**config.mk**
```make
export PLATFORM = sky130hd
export DESIGN_NAME = srt_run_time
export DESIGN_NICKNAME = d
export VERILOG_FILES = /design/src/hdl/srt_pkg.sv /design/src/hdl/srt_cmd_if.sv /design/src/hdl/srt_pkt_check.sv /design/src/hdl/srt_run_time.sv
export SDC_FILE = /design/constraint.sdc
export NUM_CORES = 1
export LEC_CHECK = 0
export BUFFER_PORTS_ARGS = -buffer_cell sky130_fd_sc_hd__buf_2
export CAP_MARGIN = 15
export CORE_MARGIN = 1
export CORE_UTILIZATION = 40
export DETAILED_ROUTE_END_ITERATION = 8
export MAX_ROUTING_LAYER = met4
export SETUP_SLACK_MARGIN = 0.4
export SLEW_MARGIN = 20
export SYNTH_ARGS = -nofsm -noshare
export SYNTH_HDL_FRONTEND = slang
export SYNTH_SLANG_ARGS = --single-unit
```
**constraint.sdc**
```tcl
create_clock -name clock_in -period 3.96 [get_ports clock_in]
set_input_delay 0.594 -clock clock_in [delete_from_list [all_inputs] [get_ports clock_in]]
set_output_delay 0.594 -clock clock_in [all_outputs]
set_load 0.01 [all_outputs]
```
**src/hdl/srt_pkg.sv**
```systemverilog
// Constants, field layouts and states of the run-time command block.
// Assumes a single 25 MHz instrument clock shared by all users.
package srt_pkg;

  // ----------------------------------------------------------------
  // Clock and timing
  // ----------------------------------------------------------------
  localparam int unsigned CLK_PERIOD_PS = 40_000;
  // One scan cycle, 22.35 us, in picoseconds
  localparam int unsigned SCAN_CYCLE_PS = 22_350_000;
  // Scan cycle is only approximate, so the count rounds down
  localparam logic [9:0] SCAN_CYCLE_CLKS =
    10'(SCAN_CYCLE_PS / CLK_PERIOD_PS);
  localparam int unsigned MS_PS = 1_000_000_000;
  localparam int unsigned MS_CLKS = MS_PS / CLK_PERIOD_PS;

  // ----------------------------------------------------------------
  // Packet header fixed values
  // ----------------------------------------------------------------
  localparam logic [2:0] HDR_VERSION = 3'h0;
  localparam logic HDR_TYPE = 1'b1;
  localparam logic HDR_SEC_FLAG = 1'b1;
  localparam logic [3:0] HDR_CATEGORY = 4'hc;
  localparam logic [1:0] HDR_SEQ_FLAGS = 2'h3;
  localparam logic [2:0] HDR_GROUND_SRC = 3'h0;
  localparam logic [15:0] HDR_LENGTH = 16'h0007;
  localparam logic [2:0] SEC_STD_VERSION = 3'h0;
  localparam logic SEC_CKSUM_FLAG = 1'b1;
  localparam logic [3:0] SEC_ACK = 4'h1;
  localparam logic [7:0] PKT_TYPE = 8'hc0;
  localparam logic [7:0] PKT_SUBTYPE = 8'h0c;
  localparam logic [7:0] PKT_PAD = 8'h00;

  // Byte positions within the 14-byte packet
  localparam logic [3:0] IX_ID = 4'h0, IX_CAT = 4'h1, IX_SEQ = 4'h2,
    IX_LEN_HI = 4'h4, IX_LEN_LO = 4'h5, IX_SEC = 4'h6,
    IX_TYPE = 4'h7, IX_SUB = 4'h8, IX_PAD = 4'h9,
    IX_DATA_HI = 4'ha, IX_DATA_LO = 4'hb, IX_CK_HI = 4'hc,
    IX_CK_LO = 4'hd;

  // ----------------------------------------------------------------
  // Run-time setting layout
  // ----------------------------------------------------------------
  localparam int unsigned LARGE_BIT = 15;
  localparam int unsigned SMALL_BIT = 14;
  localparam int unsigned COUNT_W = 14;
  localparam int unsigned SMALL_SHIFT = 4;
  localparam int unsigned LARGE_SHIFT = 8;
  localparam int unsigned CYC_W = 26;
  localparam logic [15:0] DEF_SETTING = 16'h7622;

  // ----------------------------------------------------------------
  // Statistics and failure check
  // ----------------------------------------------------------------
  localparam logic [6:0] CONT_LAST = 7'h64;
  // Minimum-gap marker of 10.0 s, held in milliseconds
  localparam logic [13:0] GAP_INIT_MS = 14'h2710;
  localparam logic [13:0] GAP_SAT_MS = 14'h3fff;

  typedef enum logic [1:0] {
    SRT_IDLE = 2'h0,
    SRT_SCAN = 2'h1,
    SRT_GAP = 2'h3,
    SRT_ENG = 2'h2
  } srt_state_t;

endpackage

```
**src/hdl/srt_cmd_if.sv**
```systemverilog
// Carries a checked command from the packet checker to the core.
// Assumes both ends share one clock; pulses last one cycle.
`timescale 1ns/10ps
interface srt_cmd_if;
  logic accept;
  logic reject;
  logic [15:0] setting;
  modport src (output accept, output reject, output setting);
  modport dst (input accept, input reject, input setting);
endinterface

```
**src/hdl/srt_pkt_check.sv**
```systemverilog
// Byte-serial checker for the run-time telecommand packet.
// Assumes bytes arrive on the instrument clock, first byte flagged.
`timescale 1ns/10ps
module srt_pkt_check #(
  parameter logic [6:0] APP_ID = 7'h2a // Arbitrary identifier value
) (
  input wire logic clock_in,
  input wire logic reset_n_in,
  input wire logic [7:0] tc_byte_in,
  input wire logic tc_valid_in,
  input wire logic tc_sop_in,
  srt_cmd_if.src cmd
);
  import srt_pkg::*;

  typedef struct packed {
    logic [3:0] idx;
    logic act;
    logic ok;
    logic mine;
    logic [15:0] ck;
    logic [7:0] hold;
    logic [15:0] data;
    logic acc;
    logic rej;
  } srt_chk_t;

  srt_chk_t r, n;

  // ----------------------------------------------------------------
  // Per-byte header check: {fields ok, is this command}
  // ----------------------------------------------------------------
  function automatic logic [1:0] srt_byte_chk(input logic [3:0] ix,
                                              input logic [7:0] b);
    logic ok;
    logic mine;
    ok = 1'b1;
    mine = 1'b1;
    if (ix == IX_ID) begin
      ok = b == {HDR_VERSION, HDR_TYPE, HDR_SEC_FLAG, APP_ID[6:4]};
    end else if (ix == IX_CAT) begin
      ok = b == {APP_ID[3:0], HDR_CATEGORY};
    end else if (ix == IX_SEQ) begin
      // Counter bits are free; only flags and ground source checked
      ok = b[7:3] == {HDR_SEQ_FLAGS, HDR_GROUND_SRC};
    end else if (ix == IX_LEN_HI) begin
      ok = b == HDR_LENGTH[15:8];
    end else if (ix == IX_LEN_LO) begin
      ok = b == HDR_LENGTH[7:0];
    end else if (ix == IX_SEC) begin
      ok = b == {SEC_STD_VERSION, SEC_CKSUM_FLAG, SEC_ACK};
    end else if (ix == IX_TYPE) begin
      mine = b == PKT_TYPE;
    end else if (ix == IX_SUB) begin
      mine = b == PKT_SUBTYPE;
    end else if (ix == IX_PAD) begin
      ok = b == PKT_PAD;
    end
    return {ok, mine};
  endfunction

  // ----------------------------------------------------------------
  // Next state
  // ----------------------------------------------------------------
  always_comb begin
    logic [3:0] ix;
    logic okv;
    logic minev;
    logic [15:0] ckv;
    logic [1:0] chk;
    ix = tc_sop_in ? IX_ID : r.idx;
    okv = tc_sop_in ? 1'b1 : r.ok;
    minev = tc_sop_in ? 1'b1 : r.mine;
    ckv = tc_sop_in ? 16'h0000 : r.ck;
    chk = srt_byte_chk(ix, tc_byte_in);
    n = r;
    n.acc = 1'b0;
    n.rej = 1'b0;
    if (tc_valid_in && (tc_sop_in || r.act)) begin
      // A new start cuts short a packet still in flight
      if (tc_sop_in && r.act && r.mine) begin
        n.rej = 1'b1;
      end
      n.act = 1'b1;
      n.ok = okv & chk[1];
      n.mine = minev & chk[0];
      // Checksum is the XOR of the six leading 16-bit words
      n.ck = ix[0] ? ckv ^ {8'h00, tc_byte_in} : ckv ^ {tc_byte_in, 8'h00};
      if (ix >= IX_CK_HI) begin
        n.ck = ckv;
      end
      if (ix == IX_DATA_HI) begin
        n.data[15:8] = tc_byte_in;
      end
      if (ix == IX_DATA_LO) begin
        n.data[7:0] = tc_byte_in;
      end
      if (ix == IX_CK_HI) begin
        n.hold = tc_byte_in;
      end
      n.idx = ix + 4'h1;
      if (ix == IX_CK_LO) begin
        n.act = 1'b0;
        // Packets of another type are left alone, not refused
        if (minev & chk[0]) begin
          if (okv && ckv == {r.hold, tc_byte_in}) begin
            n.acc = 1'b1;
          end else begin
            n.rej = 1'b1;
          end
        end
      end
    end
  end

  // State register
  always_ff @(posedge clock_in or negedge reset_n_in) begin
    if (!reset_n_in) begin
      r <= '0;
    end else begin
      r <= n;
    end
  end

  assign cmd.accept = r.acc;
  assign cmd.reject = r.rej;
  assign cmd.setting = r.data;
endmodule

```
**src/hdl/srt_run_time.sv**
```systemverilog
// Run-time command core: applies the scan setting, times scans,
// keeps scan-time and unloading-gap statistics, watches busy.
// Assumes packet bytes, restart, scan start, continuum interrupt
// and readout-done pulses come from logic on the same clock; the
// spectrometer busy line is an asynchronous pin.
`timescale 1ns/10ps
module srt_run_time #(
  parameter logic [6:0] APP_ID = 7'h2a, // Arbitrary identifier value
  parameter int unsigned MS_CLKS = srt_pkg::MS_CLKS
) (
  input wire logic clock_in,
  input wire logic reset_n_in,
  input wire logic [7:0] tc_byte_in,
  input wire logic tc_valid_in,
  input wire logic tc_sop_in,
  input wire logic sw_restart_in,
  input wire logic scan_start_in,
  input wire logic cont_irq_in,
  input wire logic readout_done_in,
  input wire logic spec_busy_in,
  output logic [15:0] timing_setting_out,
  output logic [srt_pkg::CYC_W-1:0] scan_cycles_out,
  output logic scan_run_out,
  output logic cmd_accept_out,
  output logic cmd_reject_out,
  output logic [srt_pkg::CYC_W-1:0] avg_scan_out,
  output logic [13:0] last_gap_ms_out,
  output logic [13:0] min_gap_ms_out,
  output logic eng_mode_out,
  output logic spectrometer_error_event_out
);
  import srt_pkg::*;

  typedef struct packed {
    srt_state_t st;
    logic bs1;
    logic bs2;
    logic bd;
    logic [15:0] setting;
    logic [CYC_W-1:0] cycles;
    logic [CYC_W-1:0] act;
    logic [CYC_W-1:0] left;
    logic [9:0] pre;
    logic [CYC_W-1:0] elapsed;
    logic [CYC_W-1:0] avg;
    logic [6:0] cont;
    logic [15:0] mspre;
    logic [13:0] gap;
    logic [13:0] last_gap;
    logic [13:0] min_gap;
    logic run;
    logic eng;
    logic err;
    logic acc;
    logic rej;
  } srt_core_t;

  srt_core_t r, n;
  srt_cmd_if cmd ();

  // ----------------------------------------------------------------
  // Packet checker
  // ----------------------------------------------------------------
  srt_pkt_check #(
    .APP_ID(APP_ID)
  ) u_check (
    .clock_in(clock_in),
    .reset_n_in(reset_n_in),
    .tc_byte_in(tc_byte_in),
    .tc_valid_in(tc_valid_in),
    .tc_sop_in(tc_sop_in),
    .cmd(cmd)
  );

  // ----------------------------------------------------------------
  // Setting to scan cycle count
  // ----------------------------------------------------------------
  function automatic logic [CYC_W-1:0] srt_cycles(input logic [15:0] s);
    logic [CYC_W-1:0] c;
    c = CYC_W'(s[COUNT_W-1:0]);
    if (s[SMALL_BIT]) begin
      c = c << SMALL_SHIFT;
    end
    if (s[LARGE_BIT]) begin
      c = c << LARGE_SHIFT;
    end
    return c;
  endfunction

  localparam logic [CYC_W-1:0] DEF_CYCLES = srt_cycles(DEF_SETTING);
  localparam logic [15:0] MS_LAST = 16'(MS_CLKS - 1);

  wire logic busy = r.bs2;
  wire logic tick = r.pre == SCAN_CYCLE_CLKS - 10'h001;

  // ----------------------------------------------------------------
  // Next state
  // ----------------------------------------------------------------
  always_comb begin
    logic [CYC_W:0] sum;
    sum = {1'b0, r.avg} + {1'b0, r.elapsed};
    n = r;
    n.err = 1'b0;
    n.acc = cmd.accept;
    n.rej = cmd.reject;
    // Busy is a pin: two stages before anything looks at it
    n.bs1 = spec_busy_in;
    n.bs2 = r.bs1;
    n.bd = busy;

    // Scan timer; the length was latched when the scan began. It runs
    // on past the 100th interrupt so the run flag cannot stick high.
    if (r.st == SRT_SCAN || r.run) begin
      n.pre = tick ? 10'h000 : r.pre + 10'h001;
      if (tick && r.left != '0) begin
        n.left = r.left - CYC_W'(1);
        n.run = r.left != CYC_W'(1);
      end
    end

    // Busy time and interrupt count only matter inside a scan
    if (r.st == SRT_SCAN) begin
      if (tick && busy) begin
        n.elapsed = r.elapsed + CYC_W'(1);
      end
      // End of busy closes the scan-time average
      if (r.bd && !busy) begin
        n.avg = r.avg == '0 ? r.elapsed : sum[CYC_W:1];
      end
      if (cont_irq_in) begin
        n.cont = r.cont + 7'h01;
        if (r.cont == CONT_LAST - 7'h01) begin
          if (busy) begin
            n.st = SRT_ENG;
            n.eng = 1'b1;
            n.err = 1'b1;
            n.run = 1'b0;
          end else begin
            n.st = SRT_GAP;
            n.gap = '0;
            n.mspre = '0;
          end
        end
      end
    end

    case (r.st)
      SRT_IDLE: begin
        if (scan_start_in) begin
          n.st = SRT_SCAN;
          n.act = r.cycles;
          n.left = r.cycles;
          n.run = r.cycles != '0;
          n.pre = '0;
          n.elapsed = '0;
          n.cont = '0;
        end
      end
      SRT_GAP: begin
        // Gap in milliseconds from the 100th interrupt to readout end
        n.mspre = r.mspre == MS_LAST ? 16'h0000 : r.mspre + 16'h0001;
        if (r.mspre == MS_LAST && r.gap != GAP_SAT_MS) begin
          n.gap = r.gap + 14'h0001;
        end
        if (readout_done_in) begin
          n.last_gap = r.gap;
          if (r.gap < r.min_gap) begin
            n.min_gap = r.gap;
          end
          n.st = SRT_IDLE;
        end
      end
      default: begin
      end
    endcase

    // A checked command takes effect at once on the timing setting
    if (cmd.accept) begin
      n.setting = cmd.setting;
      n.cycles = srt_cycles(cmd.setting);
      n.avg = '0;
      n.min_gap = GAP_INIT_MS;
    end

    // Restart wins over everything but the reject and error pulses, including a same-cycle command
    if (sw_restart_in) begin
      n.setting = DEF_SETTING;
      n.cycles = DEF_CYCLES;
      n.avg = '0;
      n.min_gap = GAP_INIT_MS;
      n.last_gap = GAP_INIT_MS;
      n.st = SRT_IDLE;
      n.eng = 1'b0;
      n.run = 1'b0;
      n.acc = 1'b0;
    end
  end

  // ----------------------------------------------------------------
  // State register
  // ----------------------------------------------------------------
  always_ff @(posedge clock_in or negedge reset_n_in) begin
    if (!reset_n_in) begin
      r <= '0;
      r.st <= SRT_IDLE;
      r.setting <= DEF_SETTING;
      r.cycles <= DEF_CYCLES;
      r.min_gap <= GAP_INIT_MS;
      r.last_gap <= GAP_INIT_MS;
    end else begin
      r <= n;
    end
  end

  // Outputs straight from the state register
  assign timing_setting_out = r.setting;
  assign scan_cycles_out = r.cycles;
  assign scan_run_out = r.run;
  assign cmd_accept_out = r.acc;
  assign cmd_reject_out = r.rej;
  assign avg_scan_out = r.avg;
  assign last_gap_ms_out = r.last_gap;
  assign min_gap_ms_out = r.min_gap;
  assign eng_mode_out = r.eng;
  assign spectrometer_error_event_out = r.err;
endmodule

```
# == After elaboration in Yosys (flattened, before gate mapping) ==
# Index checks and enable logic that the tools add are counted.
# totals
reg_bits,254
latchBits,0
rom_bits,0
out_inout_bits,101
memories,0
mem_bits_rw,0
# op_classes
bitwise_logic,4
n_mux,74
shifts,0
n_mul,0
eq_ne,28
addsub,8
reduce_logical,40
n_lt_le_gt_ge,2
div,0
# ops
cell,n
two-way mux 26 bit,7
two-way mux 62 bit,2
two-way mux 30 bit,3
two-way mux 89 bit,1
two-way mux 42 bit,2
two-way mux 16 bit,4
two-way mux 58 bit,1
nonzero test 26 bit,2
two-way mux 14 bit,3
two-way mux 37 bit,1
two-way mux 36 bit,1
two-way mux 1 bit,29
two-way mux 28 bit,1
adder 26 x 26 -> 27 bit,1
"adder 26 x 1 -> 26 bit, second input constant",1
logical NOT 26 bit,1
"!= test 26 x 1 -> 1 bit, second input constant",1
"subtractor 26 x 1 -> 26 bit, second input constant",1
"equality test 4 bit, second input constant",6
nonzero test 2 bit,10
two-way mux 18 bit,1
two-way mux 2 bit,9
"adder 16 x 1 -> 16 bit, second input constant",1
"equality test 16 x 15 -> 1 bit, second input constant",1
other kinds (39),66

# == Logic depth before layout (Yosys ltp) ==
# depth
ltp_word,14
mapped_depth,12
ltp_nobuf,10

# == Modules after synthesis ==
# Synthesis repeated with hierarchy kept, for this count alone.
# hier_totals
hier_cells,1642
hier_area_um2,15055.7
# by_module_without_submodules
mod,area_per_inst_um2,instances,cells_each,seq_area_each_um2
srt_run_time,12214.2,1,1345,5158.7
srt_pkt_check,2841.5,1,297,1226.2

# == Least setup slack after synthesis ==
# Ideal clock, no wire load.
# synth_path
path_type,register to register
from,reg r[96] (netlist bit)
to,reg r (netlist bit avg_scan_out[17])
period_less_slack_ps,2713
path_stages_with_launch,12
required_time_ps,3893
path_buffers,1
arrival_time_ps,2646
slack_ps,1247
path_cell_list,dfrtp_1 buf_2 and2_1 fa_1 a21o_1 a221oi_2 a211oi_1 a41oi_1 or2_2 o21ai_0 o31ai_1 and3_1
# synth_via
elab_chain_len,6
# synth_rtl
element,line_no,rtl
"start, declared",srt_run_time.sv:58,"srt_core_t r, n;"
"start signal, assigned",srt_run_time.sv:211,r <= n;
adder 26 x 26 -> 27 bit,srt_run_time.sv:101,"sum = {1'b0, r.avg} + {1'b0, r.elapsed};"
two-way mux 26 bit,srt_run_time.sv:128,n.avg = r.avg == '0 ? r.elapsed : sum[CYC_W:1];
two-way mux 26 bit,srt_run_time.sv:127,if (r.bd && !busy) begin
two-way mux 89 bit,srt_run_time.sv:122,if (r.st == SRT_SCAN) begin
two-way mux 26 bit,srt_run_time.sv:178,if (cmd.accept) begin
two-way mux 26 bit,srt_run_time.sv:186,if (sw_restart_in) begin
# No other way between the ends. The select of a mux whose other input is x is not followed.
# A chain may end at the register's enable or synchronous reset.

# == Worst setup path after layout ==
# layout_path
from,reg r[102] (netlist bit)
to,reg r (netlist bit avg_scan_out[22])
# Same word-level chain as after synthesis.

==> results.toml <==
[power_and_ir_drop]
p_switching_mw = 1.65
p_sw_share_pct = 26.4
max-vdd-ir-drop_mv = 0.409
design_power_total_mw = 6.24
powerDensity_mw_per_mm2 = 386
clockPowerShare_pct = 44.9
power.internal_mw = 4.59
leakage_nw = 7.09
comb_power_share_pct = 9.7
seqPwrFrac_pct = 45.5

[clock_network]
clockBufferDepth = 3
cts-root-buf = "clkbuf_16"
post_cts_resized = 0
ctsHtreeMaxLevel = 1
clkLatencyLatePin_ps = 560
cts.reportedPaths.clkPinSlew_ps = 60
cts_buffers = 30
cts_tree = "done"
clock_sinks = 254
cts_setup_buffers = 0

[setup_path]
crit_fanout = 10
crit_path_start_kind = "register"
timing.rr.end = "avg_scan_out[22]"
cp.required_ps = 4370
r2r_slack_ps = 870
crit_path_end_kind = "register"
timing.rr.start = "r[102]"
cp.arrival_ps = 3500
path_class = "reg -> reg"
reg2regPathDepth = 9

[timing]
finalCritPeriodShare_pct = 78.0
rsz0062_at_grt = "false"
tightest_slew_ps = 1010
max_slew_margin_pct = 33.0
hold-worst-slack_ps = 149
fin_setup_tns_ps = 0
clock_skew_ps = 15.1
setup_viol = 0
timing.final.max_slew_violations = 0
finalCriticalPeriod_ps = 3090
hold_violations = 0
fmax_mhz = 324

[drt]
m1WireLength_um = 18000
dr_wl_met2_um = 17400
wire_per_inst_um = 17.8
wl_um = 37900
wl_met3_um = 1680
vias = 11777
drc = 0
drt_pass1_iterations = 5
final_antenna_net_count = 0
highest_layer = "met4"
initialDrtViolationCount = 863
viasPerCell = 5.53

[grt]
antenna_found_initial = 0
grt_pass1_wl_um = 62400
track_usage_pct = 20.6
gr-total-overflow = 0
grt_max_degree = 122
grt_pass1_vias = 11531

[placed_design]
numPortBuffers = 117
gp_congestion = 0.866
dp_hpwl_um = 26300
dpl_cell_area_mm2 = 0.0151

[finish]
final_core_util_pct = 44.2
nNetsFinal = 1707
fin_area_mm2 = 0.0161
syn2layout_area_growth_pct = 8.96
num_antenna_cells = 0
drive_gt1_share_pct = 15.2

[logic_synthesis]
syn_nets = 1712
synth_top_area_share_pct = 39.0
synth.area.top_cells = "dfrtp_1 (39%), nand2_1 (5.2%), buf_4 (4.9%)"
synth-seq-area-share_pct = 43.1
yosysUniqueCellTypes = 91
synth_commonest_cells = "dfrtp_1 (231), nand2_1 (206), nor2_1 (140), o21ai_0 (131), buf_4 (97)"
yosysWarnings = 0
synthArstFlopShare_pct = 100
ys_ff_latch = 254
synth_ff_type = "dfrtp_1"
syn-mean-instance-area_um2 = 9.03
netlist_area_mm2 = 0.0148
yosys.area.top_type = "dfrtp_1"
synth_edf_count = 0
yosysMostFrequentCell = "dfrtp_1"
netlist_instances = 1641

[min_path]
hold_class = "in -> reg"
hold_path_depth = 1
min_to = "n[227]"
min_from = "spec_busy_in"

[die]
initial_core_util_pct = 40.6
coreArea_mm2 = 0.0365
ioPinCount = 118
die_y_um = 194
die_area_mm2 = 0.0378
num_rows = 70
die_w_um = 194

[flow_run]
drv_cap = 0

[run_status]
status = "finished clean"
## registers in the layout, summed over array words and instances (netlist names), 14 cells and up
signal and flops:
avg_scan_out 26, r 102, scan_cycles_out 26, u_check.r 31, last_gap_ms_out 14, timing_setting_out 16
min_gap_ms_out 14, u_check.cmd.setting 16
## cell type report
type / count / area [um^2]
multi-input combinational: 1164 / 7240
clock inverter: 14 / 145
clock buffer: 42 / 847
timing repair buffer: 135 / 758
sequential: 254 / 6380
tap: 468 / 586
inverter: 51 / 191
fill: 3500 / 20400
## timing repair
item                       4_1_cts  5_1_grt
hold endpoints to repair        25        0
hold buffers                     1        0
setup endpoints to repair        0        0
## metrics by stage
| stage | setup slack [ps] | instances |
|---|---|---|
| finish | 871 | 2128 |
| global route | 605 | 2128 |
| CTS | 879 | 2128 |
| detailed placement | 896 | 2071 |
| global placement | 891 | 2071 |
| floorplan | 1250 | 1641 |
## layout by cell type, fill, tap and decap left out, types with 6 or more instances in the layout
| cell | n |
|---|---|
| dfrtp_1 | 231 |
| nand2_1 | 206 |
| nor2_1 | 138 |
| o21ai_0 | 131 |
| buf_2 | 116 |
| a21oi_1 | 85 |
| ha_1 | 53 |
| inv_1 | 50 |
| nand3_1 | 47 |
| xor2_1 | 44 |
| xnor2_1 | 40 |
| and3_1 | 37 |
| clkbuf_16 | 31 |
| nor3_1 | 30 |
| nand4_1 | 30 |
| nor4_1 | 24 |
| mux2i_1 | 23 |
| dfstp_2 | 23 |
| o31ai_1 | 22 |
| a31oi_1 | 18 |
| mux2_2 | 17 |
| or3_1 | 16 |
| nand2b_1 | 16 |
| and2_1 | 15 |
| o211ai_1 | 15 |
| buf_4 | 15 |
| a211oi_1 | 12 |
| a21o_1 | 12 |
| clkinv_2 | 11 |
| o21ai_1 | 10 |
| a211o_1 | 8 |
| clkbuf_1 | 8 |
| nand3b_1 | 7 |
| a221oi_1 | 7 |
| or2_2 | 6 |
## power by group through the flow
stage	combinational, mW	sequential [mW]	clock (mW)
floorplan	0.440	2.83	0
global placement	0.602	2.88	0
detailed placement	0.610	2.88	0
CTS	0.613	2.84	2.88
global route	0.689	2.86	2.96
finish	0.603	2.84	2.80
## routing by layer
| metal | vias to the layer above | global-route usage [%] |
|---|---|---|
| met4 | 0 | 5.03 |
| li1 | 5713 | - |
| met3 | 57 | 2.72 |
| met1 | 5749 | 28.1 |
| met5 | - | - |
| met2 | 258 | 32.4 |
## cells by family after synthesis
logic type	after synthesis	synth area share, %
DFF	254	43.1
AOI/OAI and AO/OA	372	15.6
adders and majority gates	54	4.61
buffers and inverters	223	8.17
xor gates and xnor gates	84	4.96
and+or+nand+nor	613	20.6
muxes	41	3.00
## worst max-delay path by stage
stage | slack, ps | endpoint | start
2_1_floorplan | 1250 | avg_scan_out[17] | r[96]
3_3_place_gp | 890 | avg_scan_out[17] | r[96]
3_5_place_dp | 900 | avg_scan_out[17] | r[96]
4_1_cts | 880 | avg_scan_out[17] | r[96]
5_1_grt | 610 | avg_scan_out[22] | r[102]
6_report | 870 | avg_scan_out[22] | r[102]
## worst max-delay path, cell delays in order (launching register included)
cell,delay [ps]
dfrtp_1,540
ha_1,440
nand4_1,150
a211oi_1,330
o311ai_1,280
o31ai_2,550
a2111oi_0,200
a41o_1,240
o21ai_1,130
a31oi_1,90
Note: power is estimated with default switching activity, not from simulation.
